`src/rtl/tic_pkg.sv`:
```
// Purpose: Shared constants and types for the timer input capture block
// Assumes: Single core_clk domain, plain register port
// Notes:   Offsets are byte addresses on the register port
package tic_pkg;

    ////////////////////////////////////////////////////////////////////////
    // Widths
    localparam int ADDR_W  = 8;
    localparam int DATA_W  = 32;
    localparam int COUNT_W = 25;
    localparam int DMA_AW  = 15;

    ////////////////////////////////////////////////////////////////////////
    // Register offsets
    localparam logic [7:0] OFS_MODE     = 8'h00;
    localparam logic [7:0] OFS_END      = 8'h04;
    localparam logic [7:0] OFS_QUEUE    = 8'h08;
    localparam logic [7:0] OFS_STATUS   = 8'h0C;
    localparam logic [7:0] OFS_MASK     = 8'h10;
    localparam logic [7:0] OFS_DMA_CTRL = 8'h14;
    localparam logic [7:0] OFS_DMA_BEG  = 8'h18;
    localparam logic [7:0] OFS_DMA_STOP = 8'h1C;
    localparam logic [7:0] OFS_DMA_CUR  = 8'h20;
    localparam logic [7:0] OFS_LEVEL    = 8'h24;

    ////////////////////////////////////////////////////////////////////////
    // Field positions
    localparam int BIT_CLEAR_ALL = 0;
    localparam int BIT_RUN       = 1;
    localparam int BIT_CAPTURE   = 2;
    localparam int BIT_EDGE_LO   = 3;
    localparam int BIT_DMA_EN    = 0;
    localparam int BIT_DMA_WRAP  = 2;
    localparam int EV_DATA       = 0;
    localparam int EV_TIMEOUT    = 1;
    localparam int EV_LOST       = 2;
    localparam int EV_W          = 3;
    localparam int DMA_STEP      = 4;

    // Capture edge select codes
    localparam logic [1:0] EDGE_OFF  = 2'h0;
    localparam logic [1:0] EDGE_ANY  = 2'h1;
    localparam logic [1:0] EDGE_FALL = 2'h2;
    localparam logic [1:0] EDGE_RISE = 2'h3;

    // Reset values
    localparam logic [COUNT_W-1:0] END_RESET  = 25'h0000000;
    localparam logic [EV_W-1:0]    MASK_RESET = 3'h0;
    localparam logic [DMA_AW-1:0]  ADDR_RESET = 15'h0000;

    ////////////////////////////////////////////////////////////////////////
    // Types
    typedef struct packed {
        logic [1:0] capture_edge_select;
        logic       input_mode_select;
        logic       counter_run_enable;
        logic       clear_all_control;
    } tic_mode_type;

    typedef struct packed {
        logic               marker;
        logic [COUNT_W-1:0] count;
    } tic_word_type;

endpackage

```
`src/rtl/tic_meas.sv`:
```
// Purpose: Synchronises the capture pin and measures widths or periods
// Assumes: Pin is asynchronous to core_clk
// Notes:   Words start after the first qualifying edge once enabled
`timescale 1ns/1ps
module tic_meas
(
    input  wire logic                       core_clk,
    input  wire logic                       rst_n,
    input  wire logic                       cap_pin,
    input  wire logic                       enable,
    input  wire logic [1:0]                 edge_mode,
    input  wire logic [tic_pkg::COUNT_W-1:0] end_value,
    output logic                            word_valid,
    output tic_pkg::tic_word_type           word,
    output logic                            timeout_pulse
);
    logic                        sync_a;
    logic                        sync_b;
    logic                        level_prev;
    logic                        armed;
    logic                        next_armed;
    logic [tic_pkg::COUNT_W-1:0] count;
    logic [tic_pkg::COUNT_W-1:0] next_count;
    logic [tic_pkg::COUNT_W-1:0] tick;
    logic                        hit;
    logic                        next_valid;
    logic                        next_timeout;
    tic_pkg::tic_word_type       next_word;

    ////////////////////////////////////////////////////////////////////////
    // Edge qualification, counting and word forming
    always_comb
    begin
        tick         = count + 25'h0000001;
        next_count   = tick;
        next_armed   = armed;
        next_valid   = 1'b0;
        next_timeout = 1'b0;
        next_word    = word;
        case (edge_mode)
            tic_pkg::EDGE_ANY:  hit = sync_b ^ level_prev;
            tic_pkg::EDGE_FALL: hit = level_prev & ~sync_b;
            tic_pkg::EDGE_RISE: hit = sync_b & ~level_prev;
            default:            hit = 1'b0;
        endcase
        if (!enable)
        begin
            next_count = '0;
            next_armed = 1'b0;
        end
        else if (hit)
        begin
            next_count = '0;
            next_armed = 1'b1;
            if (armed)
            begin
                next_valid        = 1'b1;
                next_word.count   = tick;
                // Ended level in any-edge mode, normal period otherwise
                next_word.marker  = (edge_mode == tic_pkg::EDGE_ANY) & level_prev;
            end
        end
        else if (armed && end_value != '0 && tick == end_value)
        begin
            next_count       = '0;
            next_valid       = 1'b1;
            next_timeout     = 1'b1;
            next_word.count  = tick;
            // Same level continues, or period overrun
            next_word.marker = (edge_mode == tic_pkg::EDGE_ANY) ? sync_b : 1'b1;
        end
        else if (!armed)
        begin
            next_count = '0;
        end
    end

    // Pin synchroniser and state registers
    always_ff @(posedge core_clk)
    begin
        sync_a     <= cap_pin;
        sync_b     <= sync_a;
        level_prev <= sync_b;
        if (!rst_n)
        begin
            count         <= '0;
            armed         <= 1'b0;
            word_valid    <= 1'b0;
            timeout_pulse <= 1'b0;
            word          <= '0;
        end
        else
        begin
            count         <= next_count;
            armed         <= next_armed;
            word_valid    <= next_valid;
            timeout_pulse <= next_timeout;
            word          <= next_word;
        end
    end

endmodule

```
`src/rtl/tic_dma.sv`:
```
// Purpose: Stores captured words into a memory buffer
// Assumes: Addresses already masked to 15 bits and word aligned
// Notes:   One word in flight; refuses input while busy or at stop
`timescale 1ns/1ps
module tic_dma
(
    input  wire logic                       core_clk,
    input  wire logic                       rst_n,
    input  wire logic                       enable,
    input  wire logic                       wrap,
    input  wire logic [tic_pkg::DMA_AW-1:0] start_addr,
    input  wire logic [tic_pkg::DMA_AW-1:0] stop_addr,
    input  wire logic                       in_valid,
    input  wire logic [tic_pkg::DATA_W-1:0] in_word,
    output logic                            in_ready,
    output logic                            mem_wr_valid,
    output logic [tic_pkg::DMA_AW-1:0]      mem_wr_addr,
    output logic [tic_pkg::DATA_W-1:0]      mem_wr_data,
    input  wire logic                       mem_wr_ready
);
    logic                       busy;
    logic                       next_busy;
    logic [tic_pkg::DMA_AW-1:0] next_addr;
    logic [tic_pkg::DMA_AW-1:0] step;
    logic [tic_pkg::DATA_W-1:0] next_data;

    ////////////////////////////////////////////////////////////////////////
    // Pointer advance and write hand-off
    always_comb
    begin
        step      = mem_wr_addr + tic_pkg::DMA_AW'(tic_pkg::DMA_STEP);
        in_ready  = enable & ~busy & (mem_wr_addr != stop_addr);
        next_busy = busy;
        next_addr = mem_wr_addr;
        next_data = mem_wr_data;
        if (!enable)
        begin
            next_busy = 1'b0;
            next_addr = start_addr;
        end
        else if (busy)
        begin
            if (mem_wr_ready)
            begin
                next_busy = 1'b0;
                next_addr = (wrap && step == stop_addr) ? start_addr : step;
            end
        end
        else if (in_valid && in_ready)
        begin
            next_busy = 1'b1;
            next_data = in_word;
        end
    end

    // Registers
    always_ff @(posedge core_clk)
    begin
        if (!rst_n)
        begin
            busy        <= 1'b0;
            mem_wr_addr <= tic_pkg::ADDR_RESET;
            mem_wr_data <= '0;
        end
        else
        begin
            busy        <= next_busy;
            mem_wr_addr <= next_addr;
            mem_wr_data <= next_data;
        end
    end

    assign mem_wr_valid = busy;

endmodule

```
`src/rtl/tic_top.sv`:
```
// Purpose: Timer input capture with data queue, interrupts and DMA
// Assumes: Register port reads return data in the following cycle
// Notes:   DMA_CAPABLE set only on the first and second timer instances
//
// Decided for this implementation: the register offsets and strobed register access.
`timescale 1ns/1ps
// How it works
// Edge select: 00 off, 01 any edge, 10 fall to fall, 11 rise to rise.
// Any-edge words mark bit 25 high for high level, low for low.
// Any-edge levels beyond timeout give repeated words with same marker.
// Same-edge modes: bit 25 low normally, high for timeout periods.
// Pin sampled every clock; widths counted in clock cycles.
// Count reaching end value raises timeout flag and marked timeout word.
// Clear-all empties queue, clears flags; capture needs clear off, mode, run.
// Software sets end value, mode, edge, run, and optionally interrupts.
// Every captured word sets data flag; interrupt if enabled.
// Without DMA words enter the queue; with DMA they go to memory.
// DMA writes start up to but excluding stop, only while enabled.
// Only the first two timer instances support DMA storage.
// With wrap on, reaching stop returns pointer to start.
// DMA addresses use 15 low bits, word aligned; current address readable.
// Counter restarts from zero after every capture or timeout word.
// Words are 26 bits: marker bit 25, count below, zero extended.
module tic_top
#(
    parameter bit DMA_CAPABLE = 1'b1,
    parameter int QUEUE_DEPTH = 8
)
(
    input  wire logic                       core_clk,
    input  wire logic                       rst_n,
    input  wire logic [tic_pkg::ADDR_W-1:0] reg_addr,
    input  wire logic [tic_pkg::DATA_W-1:0] reg_wdata,
    input  wire logic                       reg_wr,
    input  wire logic                       reg_rd,
    output logic [tic_pkg::DATA_W-1:0]      reg_rdata,
    input  wire logic                       cap_pin,
    output logic                            irq,
    output logic                            mem_wr_valid,
    output logic [tic_pkg::DMA_AW-1:0]      mem_wr_addr,
    output logic [tic_pkg::DATA_W-1:0]      mem_wr_data,
    input  wire logic                       mem_wr_ready
);
    localparam int PTR_W = $clog2(QUEUE_DEPTH);
    localparam int LVL_W = $clog2(QUEUE_DEPTH + 1);
    localparam logic [LVL_W-1:0] FULL_LVL = LVL_W'(QUEUE_DEPTH);

    // Configuration
    tic_pkg::tic_mode_type       mode;
    tic_pkg::tic_mode_type       next_mode;
    logic [tic_pkg::COUNT_W-1:0] end_value;
    logic [tic_pkg::COUNT_W-1:0] next_end_value;
    logic [tic_pkg::EV_W-1:0]    int_mask;
    logic [tic_pkg::EV_W-1:0]    next_int_mask;
    logic                        dma_en;
    logic                        next_dma_en;
    logic                        dma_wrap;
    logic                        next_dma_wrap;
    logic [tic_pkg::DMA_AW-1:0]  dma_beg;
    logic [tic_pkg::DMA_AW-1:0]  next_dma_beg;
    logic [tic_pkg::DMA_AW-1:0]  dma_stop;
    logic [tic_pkg::DMA_AW-1:0]  next_dma_stop;

    // Queue
    tic_pkg::tic_word_type       queue_mem [QUEUE_DEPTH];
    logic [PTR_W-1:0]            wr_ptr;
    logic [PTR_W-1:0]            next_wr_ptr;
    logic [PTR_W-1:0]            rd_ptr;
    logic [PTR_W-1:0]            next_rd_ptr;
    logic [LVL_W-1:0]            level;
    logic [LVL_W-1:0]            next_level;
    logic                        push;
    logic                        pop;

    // Status and read path
    logic [tic_pkg::EV_W-1:0]    int_status;
    logic [tic_pkg::EV_W-1:0]    next_int_status;
    logic [tic_pkg::EV_W-1:0]    events;
    logic [tic_pkg::DATA_W-1:0]  next_rdata;

    // Measurement and DMA links
    logic                        meas_en;
    logic                        word_valid;
    tic_pkg::tic_word_type       word;
    logic                        timeout_pulse;
    logic                        dma_active;
    logic                        dma_in_ready;
    logic                        lost;

    ////////////////////////////////////////////////////////////////////////
    // Helpers

    // Word aligned 15-bit address from write data
    function automatic logic [tic_pkg::DMA_AW-1:0] align_addr(
        input logic [tic_pkg::DATA_W-1:0] value);
        align_addr = {value[tic_pkg::DMA_AW-1:2], 2'h0};
    endfunction

    // Zero extend a captured word to the bus width
    function automatic logic [tic_pkg::DATA_W-1:0] word_to_bus(
        input tic_pkg::tic_word_type value);
        word_to_bus = tic_pkg::DATA_W'(value);
    endfunction

    ////////////////////////////////////////////////////////////////////////
    // Configuration registers
    always_comb
    begin
        next_mode      = mode;
        next_end_value = end_value;
        next_int_mask  = int_mask;
        next_dma_en    = dma_en;
        next_dma_wrap  = dma_wrap;
        next_dma_beg   = dma_beg;
        next_dma_stop  = dma_stop;
        if (reg_wr)
        begin
            if (reg_addr == tic_pkg::OFS_MODE)
            begin
                next_mode = reg_wdata[tic_pkg::BIT_EDGE_LO+1:0];
            end
            else if (reg_addr == tic_pkg::OFS_END)
            begin
                next_end_value = reg_wdata[tic_pkg::COUNT_W-1:0];
            end
            else if (reg_addr == tic_pkg::OFS_MASK)
            begin
                next_int_mask = reg_wdata[tic_pkg::EV_W-1:0];
            end
            else if (reg_addr == tic_pkg::OFS_DMA_CTRL && DMA_CAPABLE)
            begin
                next_dma_en   = reg_wdata[tic_pkg::BIT_DMA_EN];
                next_dma_wrap = reg_wdata[tic_pkg::BIT_DMA_WRAP];
            end
            else if (reg_addr == tic_pkg::OFS_DMA_BEG && DMA_CAPABLE)
            begin
                next_dma_beg = align_addr(reg_wdata);
            end
            else if (reg_addr == tic_pkg::OFS_DMA_STOP && DMA_CAPABLE)
            begin
                next_dma_stop = align_addr(reg_wdata);
            end
        end
    end

    always_ff @(posedge core_clk)
    begin
        if (!rst_n)
        begin
            mode      <= '0;
            end_value <= tic_pkg::END_RESET;
            int_mask  <= tic_pkg::MASK_RESET;
            dma_en    <= 1'b0;
            dma_wrap  <= 1'b0;
            dma_beg   <= tic_pkg::ADDR_RESET;
            dma_stop  <= tic_pkg::ADDR_RESET;
        end
        else
        begin
            mode      <= next_mode;
            end_value <= next_end_value;
            int_mask  <= next_int_mask;
            dma_en    <= next_dma_en;
            dma_wrap  <= next_dma_wrap;
            dma_beg   <= next_dma_beg;
            dma_stop  <= next_dma_stop;
        end
    end

    ////////////////////////////////////////////////////////////////////////
    // Measurement engine and word routing

    // Capture runs only with clear off, capture mode and run set
    assign meas_en = ~mode.clear_all_control & mode.input_mode_select
                   & mode.counter_run_enable;

    tic_meas u_meas
    (
        .core_clk      (core_clk),
        .rst_n         (rst_n),
        .cap_pin       (cap_pin),
        .enable        (meas_en),
        .edge_mode     (mode.capture_edge_select),
        .end_value     (end_value),
        .word_valid    (word_valid),
        .word          (word),
        .timeout_pulse (timeout_pulse)
    );

    assign dma_active = DMA_CAPABLE & dma_en;

    tic_dma u_dma
    (
        .core_clk     (core_clk),
        .rst_n        (rst_n),
        .enable       (dma_active),
        .wrap         (dma_wrap),
        .start_addr   (dma_beg),
        .stop_addr    (dma_stop),
        .in_valid     (word_valid & dma_active),
        .in_word      (word_to_bus(word)),
        .in_ready     (dma_in_ready),
        .mem_wr_valid (mem_wr_valid),
        .mem_wr_addr  (mem_wr_addr),
        .mem_wr_data  (mem_wr_data),
        .mem_wr_ready (mem_wr_ready)
    );

    ////////////////////////////////////////////////////////////////////////
    // Capture data queue
    always_comb
    begin
        push        = word_valid & ~dma_active & (level != FULL_LVL);
        pop         = reg_rd & (reg_addr == tic_pkg::OFS_QUEUE) & (level != '0);
        lost        = word_valid & (dma_active ? ~dma_in_ready : (level == FULL_LVL));
        next_wr_ptr = push ? PTR_W'(wr_ptr + 1'b1) : wr_ptr;
        next_rd_ptr = pop ? PTR_W'(rd_ptr + 1'b1) : rd_ptr;
        next_level  = level + LVL_W'(push) - LVL_W'(pop);
        if (mode.clear_all_control)
        begin
            next_wr_ptr = '0;
            next_rd_ptr = '0;
            next_level  = '0;
        end
    end

    always_ff @(posedge core_clk)
    begin
        if (!rst_n)
        begin
            wr_ptr <= '0;
            rd_ptr <= '0;
            level  <= '0;
        end
        else
        begin
            wr_ptr <= next_wr_ptr;
            rd_ptr <= next_rd_ptr;
            level  <= next_level;
        end
        if (push)
        begin
            queue_mem[wr_ptr] <= word;
        end
    end

    ////////////////////////////////////////////////////////////////////////
    // Interrupt status and register reads
    always_comb
    begin
        events                      = '0;
        events[tic_pkg::EV_DATA]    = word_valid;
        events[tic_pkg::EV_TIMEOUT] = timeout_pulse;
        events[tic_pkg::EV_LOST]    = lost;
        next_int_status             = int_status;
        next_rdata                  = '0;
        if (reg_rd)
        begin
            if (reg_addr == tic_pkg::OFS_MODE)
            begin
                next_rdata = tic_pkg::DATA_W'(mode);
            end
            else if (reg_addr == tic_pkg::OFS_END)
            begin
                next_rdata = tic_pkg::DATA_W'(end_value);
            end
            else if (reg_addr == tic_pkg::OFS_QUEUE)
            begin
                next_rdata = pop ? word_to_bus(queue_mem[rd_ptr]) : '0;
            end
            else if (reg_addr == tic_pkg::OFS_STATUS)
            begin
                next_rdata      = tic_pkg::DATA_W'(int_status);
                next_int_status = '0;
            end
            else if (reg_addr == tic_pkg::OFS_MASK)
            begin
                next_rdata = tic_pkg::DATA_W'(int_mask);
            end
            else if (reg_addr == tic_pkg::OFS_DMA_CTRL)
            begin
                next_rdata[tic_pkg::BIT_DMA_EN]   = dma_en;
                next_rdata[tic_pkg::BIT_DMA_WRAP] = dma_wrap;
            end
            else if (reg_addr == tic_pkg::OFS_DMA_BEG)
            begin
                next_rdata = tic_pkg::DATA_W'(dma_beg);
            end
            else if (reg_addr == tic_pkg::OFS_DMA_STOP)
            begin
                next_rdata = tic_pkg::DATA_W'(dma_stop);
            end
            else if (reg_addr == tic_pkg::OFS_DMA_CUR && DMA_CAPABLE)
            begin
                next_rdata = tic_pkg::DATA_W'(mem_wr_addr);
            end
            else if (reg_addr == tic_pkg::OFS_LEVEL)
            begin
                next_rdata = tic_pkg::DATA_W'(level);
            end
        end
        // New events win over a read clear
        next_int_status = next_int_status | events;
        if (mode.clear_all_control)
        begin
            next_int_status = '0;
        end
    end

    always_ff @(posedge core_clk)
    begin
        if (!rst_n)
        begin
            int_status <= '0;
            reg_rdata  <= '0;
        end
        else
        begin
            int_status <= next_int_status;
            reg_rdata  <= next_rdata;
        end
    end

    // Level interrupt from unmasked sticky bits
    assign irq = |(int_status & int_mask);

endmodule

```
`config.mk`:
```
export PLATFORM = sky130hd
export DESIGN_NAME = tic_top
export DESIGN_NICKNAME = d
export VERILOG_FILES = /design/src/rtl/tic_pkg.sv /design/src/rtl/tic_meas.sv /design/src/rtl/tic_dma.sv /design/src/rtl/tic_top.sv
export SDC_FILE = /design/constraint.sdc
export NUM_CORES = 1
export LEC_CHECK = 0
export ABC_CLOCK_PERIOD_IN_PS = 9100
export BUFFER_PORTS_ARGS = -buffer_cell sky130_fd_sc_hd__buf_2
export CORE_ASPECT_RATIO = 2
export CORE_MARGIN = 8
export CORE_UTILIZATION = 41
export DETAILED_ROUTE_END_ITERATION = 12
export GPL_ROUTABILITY_DRIVEN = 0
export SLEW_MARGIN = 15
export SYNTH_ARGS = -nofsm -noshare
export SYNTH_HDL_FRONTEND = slang
export SYNTH_HIERARCHICAL = 1
export SYNTH_SLANG_ARGS = --single-unit
```
`constraint.sdc`:
```
create_clock -name core_clk -period 9.1 [get_ports core_clk]
set_input_delay 0.91 -clock core_clk [delete_from_list [all_inputs] [get_ports core_clk]]
set_output_delay 0.91 -clock core_clk [all_outputs]
set_load 0.03 [all_outputs]
```
==> results.ini <==
[routing]
wirelength_mm = 52.53
vias_per_cell = 5.732
drc_errors = 0
wire_per_inst_um = 21.88
vias = 13760
postRouteAntennaNets = 0
firstDrtPassIters = 5
drt-initial-drc-count = 1104

[critical_path]
cp_common_cell = a21oi_1
crit_arrival_ns = 4.56
critPathMaxStageDelay_ns = 0.70
cp.required_ns = 9.52
crit_fanout = 44
crit_slowest_cell = nor4_1
end_kind = flip-flop
start_kind = flip-flop
path_cells = nand4_1 -> nor4_1 -> a21oi_1 -> a21oi_1 -> nor4b_1 -> nand4_4 -> nor2_2 -> buf_4 -> o211ai_1
critical_path_class = reg -> reg

[cts]
cts_hold_buf = 0
cts_buffer_depth = 3
cts_setup_buffers = 0
numCtsBuffers = 40
cts-root-buf = clkbuf_16
clkTransAtPathRegs_ns = 0.07
htreeDepth = 2
clk_latency_ns = 0.57
cts_tree = yes
cts_resized = 0
cts_sinks = 416

[place]
dp_hpwl_mm = 35.20
port_buffers = 113
pre_cts_slack_ns = 5.038
placed_area_sq_um = 20170

[sta]
period_needed_ns = 4.146
setup_violations = 0
setup_tns_ns = 0
max_slew_margin = 0.3027
hold_slack_ns = 0.3340
max_freq_ghz = 0.2412
timing.final.ws_setup_ns = 4.954
fin_crit_sh = 0.4557
final_max_slew_viol_count = 0
rsz0062_at_grt = false
worst_pin_slew_ns = 1.046
fin_worst_skew_ns = 0.03361
hold_violations = 0

[worst_hold_path]
hold_class = reg -> reg

[final_layout]
finalInstanceArea_sq_um = 21570
drive_gt1_frac = 0.1770
finalNetCount = 1802
final_common_cell = edfxtp_1
areaGrowthSynthToFinish_pct = 12.61
antenna_cells = 0
final_cell_mix = edfxtp_1, dfxtp_1, nand2_1, buf_2, nor2_1

[yosys]
avgSynthCellArea_sq_um = 11.41
yosys_most_used_dff = edfxtp_1
ys_warn_count = 6
async_flop_share = 0
synth_edf_count = 208
syn_area_sq_um = 19160
synth_cells = 1679
synth_seq_area_share = 0.5434
ys_types = 93
ys_seq_elements = 416

[floorplan]
die_h_um = 321.7
pin_count = 127
start_util = 0.4130
dieArea_sq_um = 54310
die_w_um = 168.8
core_sq_um = 46380
num_rows = 112

[global_route]
grt_pass1_vias = 13340
grt_remaining_overflow = 0
grt_util_met1 = 0.2403
antenna_found_initial = 0
use_met3 = 0.02626
grt_pass1_wl_mm = 80.16
top_usage_layer = met2
grtUsageTotal = 0.1896
grt_max_degree = 73
grt_use_met2 = 0.3204

[power]
p_leak_nw = 6.814
peakVddDrop_mv = 0.1489
power_density_nw_per_um2 = 175.0

[status]
status = completed

[job]
cap_violations = 0

==> metrics by stage <==
step | util | instances | total power, mW
after floorplan | - | 1694 | 2.033
final | 0.4651 | 2401 | 3.775
after global routing | 0.4651 | 2401 | 3.881
after global placement | 0.4348 | 2328 | 2.057
after CTS | 0.4651 | 2401 | 3.806
after detailed placement | 0.4348 | 2328 | 2.057
==> registers in the layout, indices dropped and copies added (netlist names), 3 cells and up, named ones only <==
| name | cells |
|---|---|
| queue_mem | 208 |
| u_dma/mem_wr_data | 32 |
| reg_rdata | 26 |
| u_meas/word | 26 |
| end_value | 25 |
| u_meas/count | 25 |
| u_dma/mem_wr_addr | 15 |
| dma_beg | 13 |
| dma_stop | 13 |
| mode | 5 |
| level | 4 |
| int_mask | 3 |
| int_status | 3 |
| rd_ptr | 3 |
| wr_ptr | 3 |
==> critical path, delay by kind of cell, from the launching register on <==
family / cells / cell delay (ns)
buf+inv: 1 / 0.34
compound gates: 3 / 0.49
simple gates: 5 / 2.60
flops: 1 / 0.54
==> layout make-up <==
cell class,instances,area [sq um]
Timing Repair Buffer,137,748.2
Tap cell,627,784.5
Clock inverter,23,314.1
Clock buffer,50,1089
Inverter,30,112.6
Multi-Input combinational cell,1118,8110
Fill cell,4308,24810
Sequential cell,416,10410
==> cell usage after synthesis (all sizes together), types with 10 or more instances <==
cell type  number  area share
inv            29      0.0057
buf            58       0.018
a21oi          38      0.0099
nand2b         21      0.0069
o21ai          35      0.0091
nor2b          14      0.0046
mux2i          50       0.026
o2111ai        29       0.013
a31oi          35       0.011
and3           10      0.0033
a21boi         58       0.023
dfxtp         208        0.22
or4            29       0.012
nor3           70       0.020
nand4          28       0.010
nand2         158       0.031
mux4           52       0.061
clkbuf         72       0.014
nand3          82       0.021
xor2           35       0.016
nor2          108       0.022
xnor2          35       0.016
mux2           26       0.015
nor4           28       0.010
ha             12      0.0078
edfxtp        208        0.33
a22oi          24      0.0094
and4           10      0.0046
==> cells by family (layout without fill, tap and decap cells) <==
kind of cell | after synthesis | count (layout) | share of synthesized area
XOR/XNOR | 72 | 72 | 0.03488
AND/OR/NAND/NOR | 593 | 593 | 0.1599
other | 1 | 16 | 0.0001958
adder cells (fa/ha/maj) | 13 | 13 | 0.008883
multiplexers | 128 | 128 | 0.1025
AO/OA/AOI/OAI | 296 | 296 | 0.1121
flip-flops | 416 | 416 | 0.5434
buffers and inverters | 160 | 240 | 0.03801
==> layer usage <==
metal,up-vias,part of all wire
met5,-,0
met4,0,0.038
met3,102,0.055
met2,464,0.49
met1,6745,0.42
li1,6452,-
==> path summary, 6_finish.rpt <==
kind | startpoint | to | slack (ns) | depth (start not counted)
setup reg to reg | u_meas/count[8] | u_meas/word[25] | 4.95 | 9
setup / recovery | u_meas/count[8] | u_meas/word[25] | 4.95 | 9
hold / removal | u_meas/sync_a | u_meas/sync_b | 0.33 | 0
hold reg to reg | u_meas/sync_a | u_meas/sync_b | 0.33 | 0
==> report_power, final <==
part           leakage [nW]  switching [mW]  internal, mW
Clock                 0.688           0.730          1.03
Combinational          3.02          0.0472        0.0182
Sequential             3.11         0.00189          1.95
Total                  6.81           0.779          3.00
Note: power is estimated with default switching activity, not from simulation.
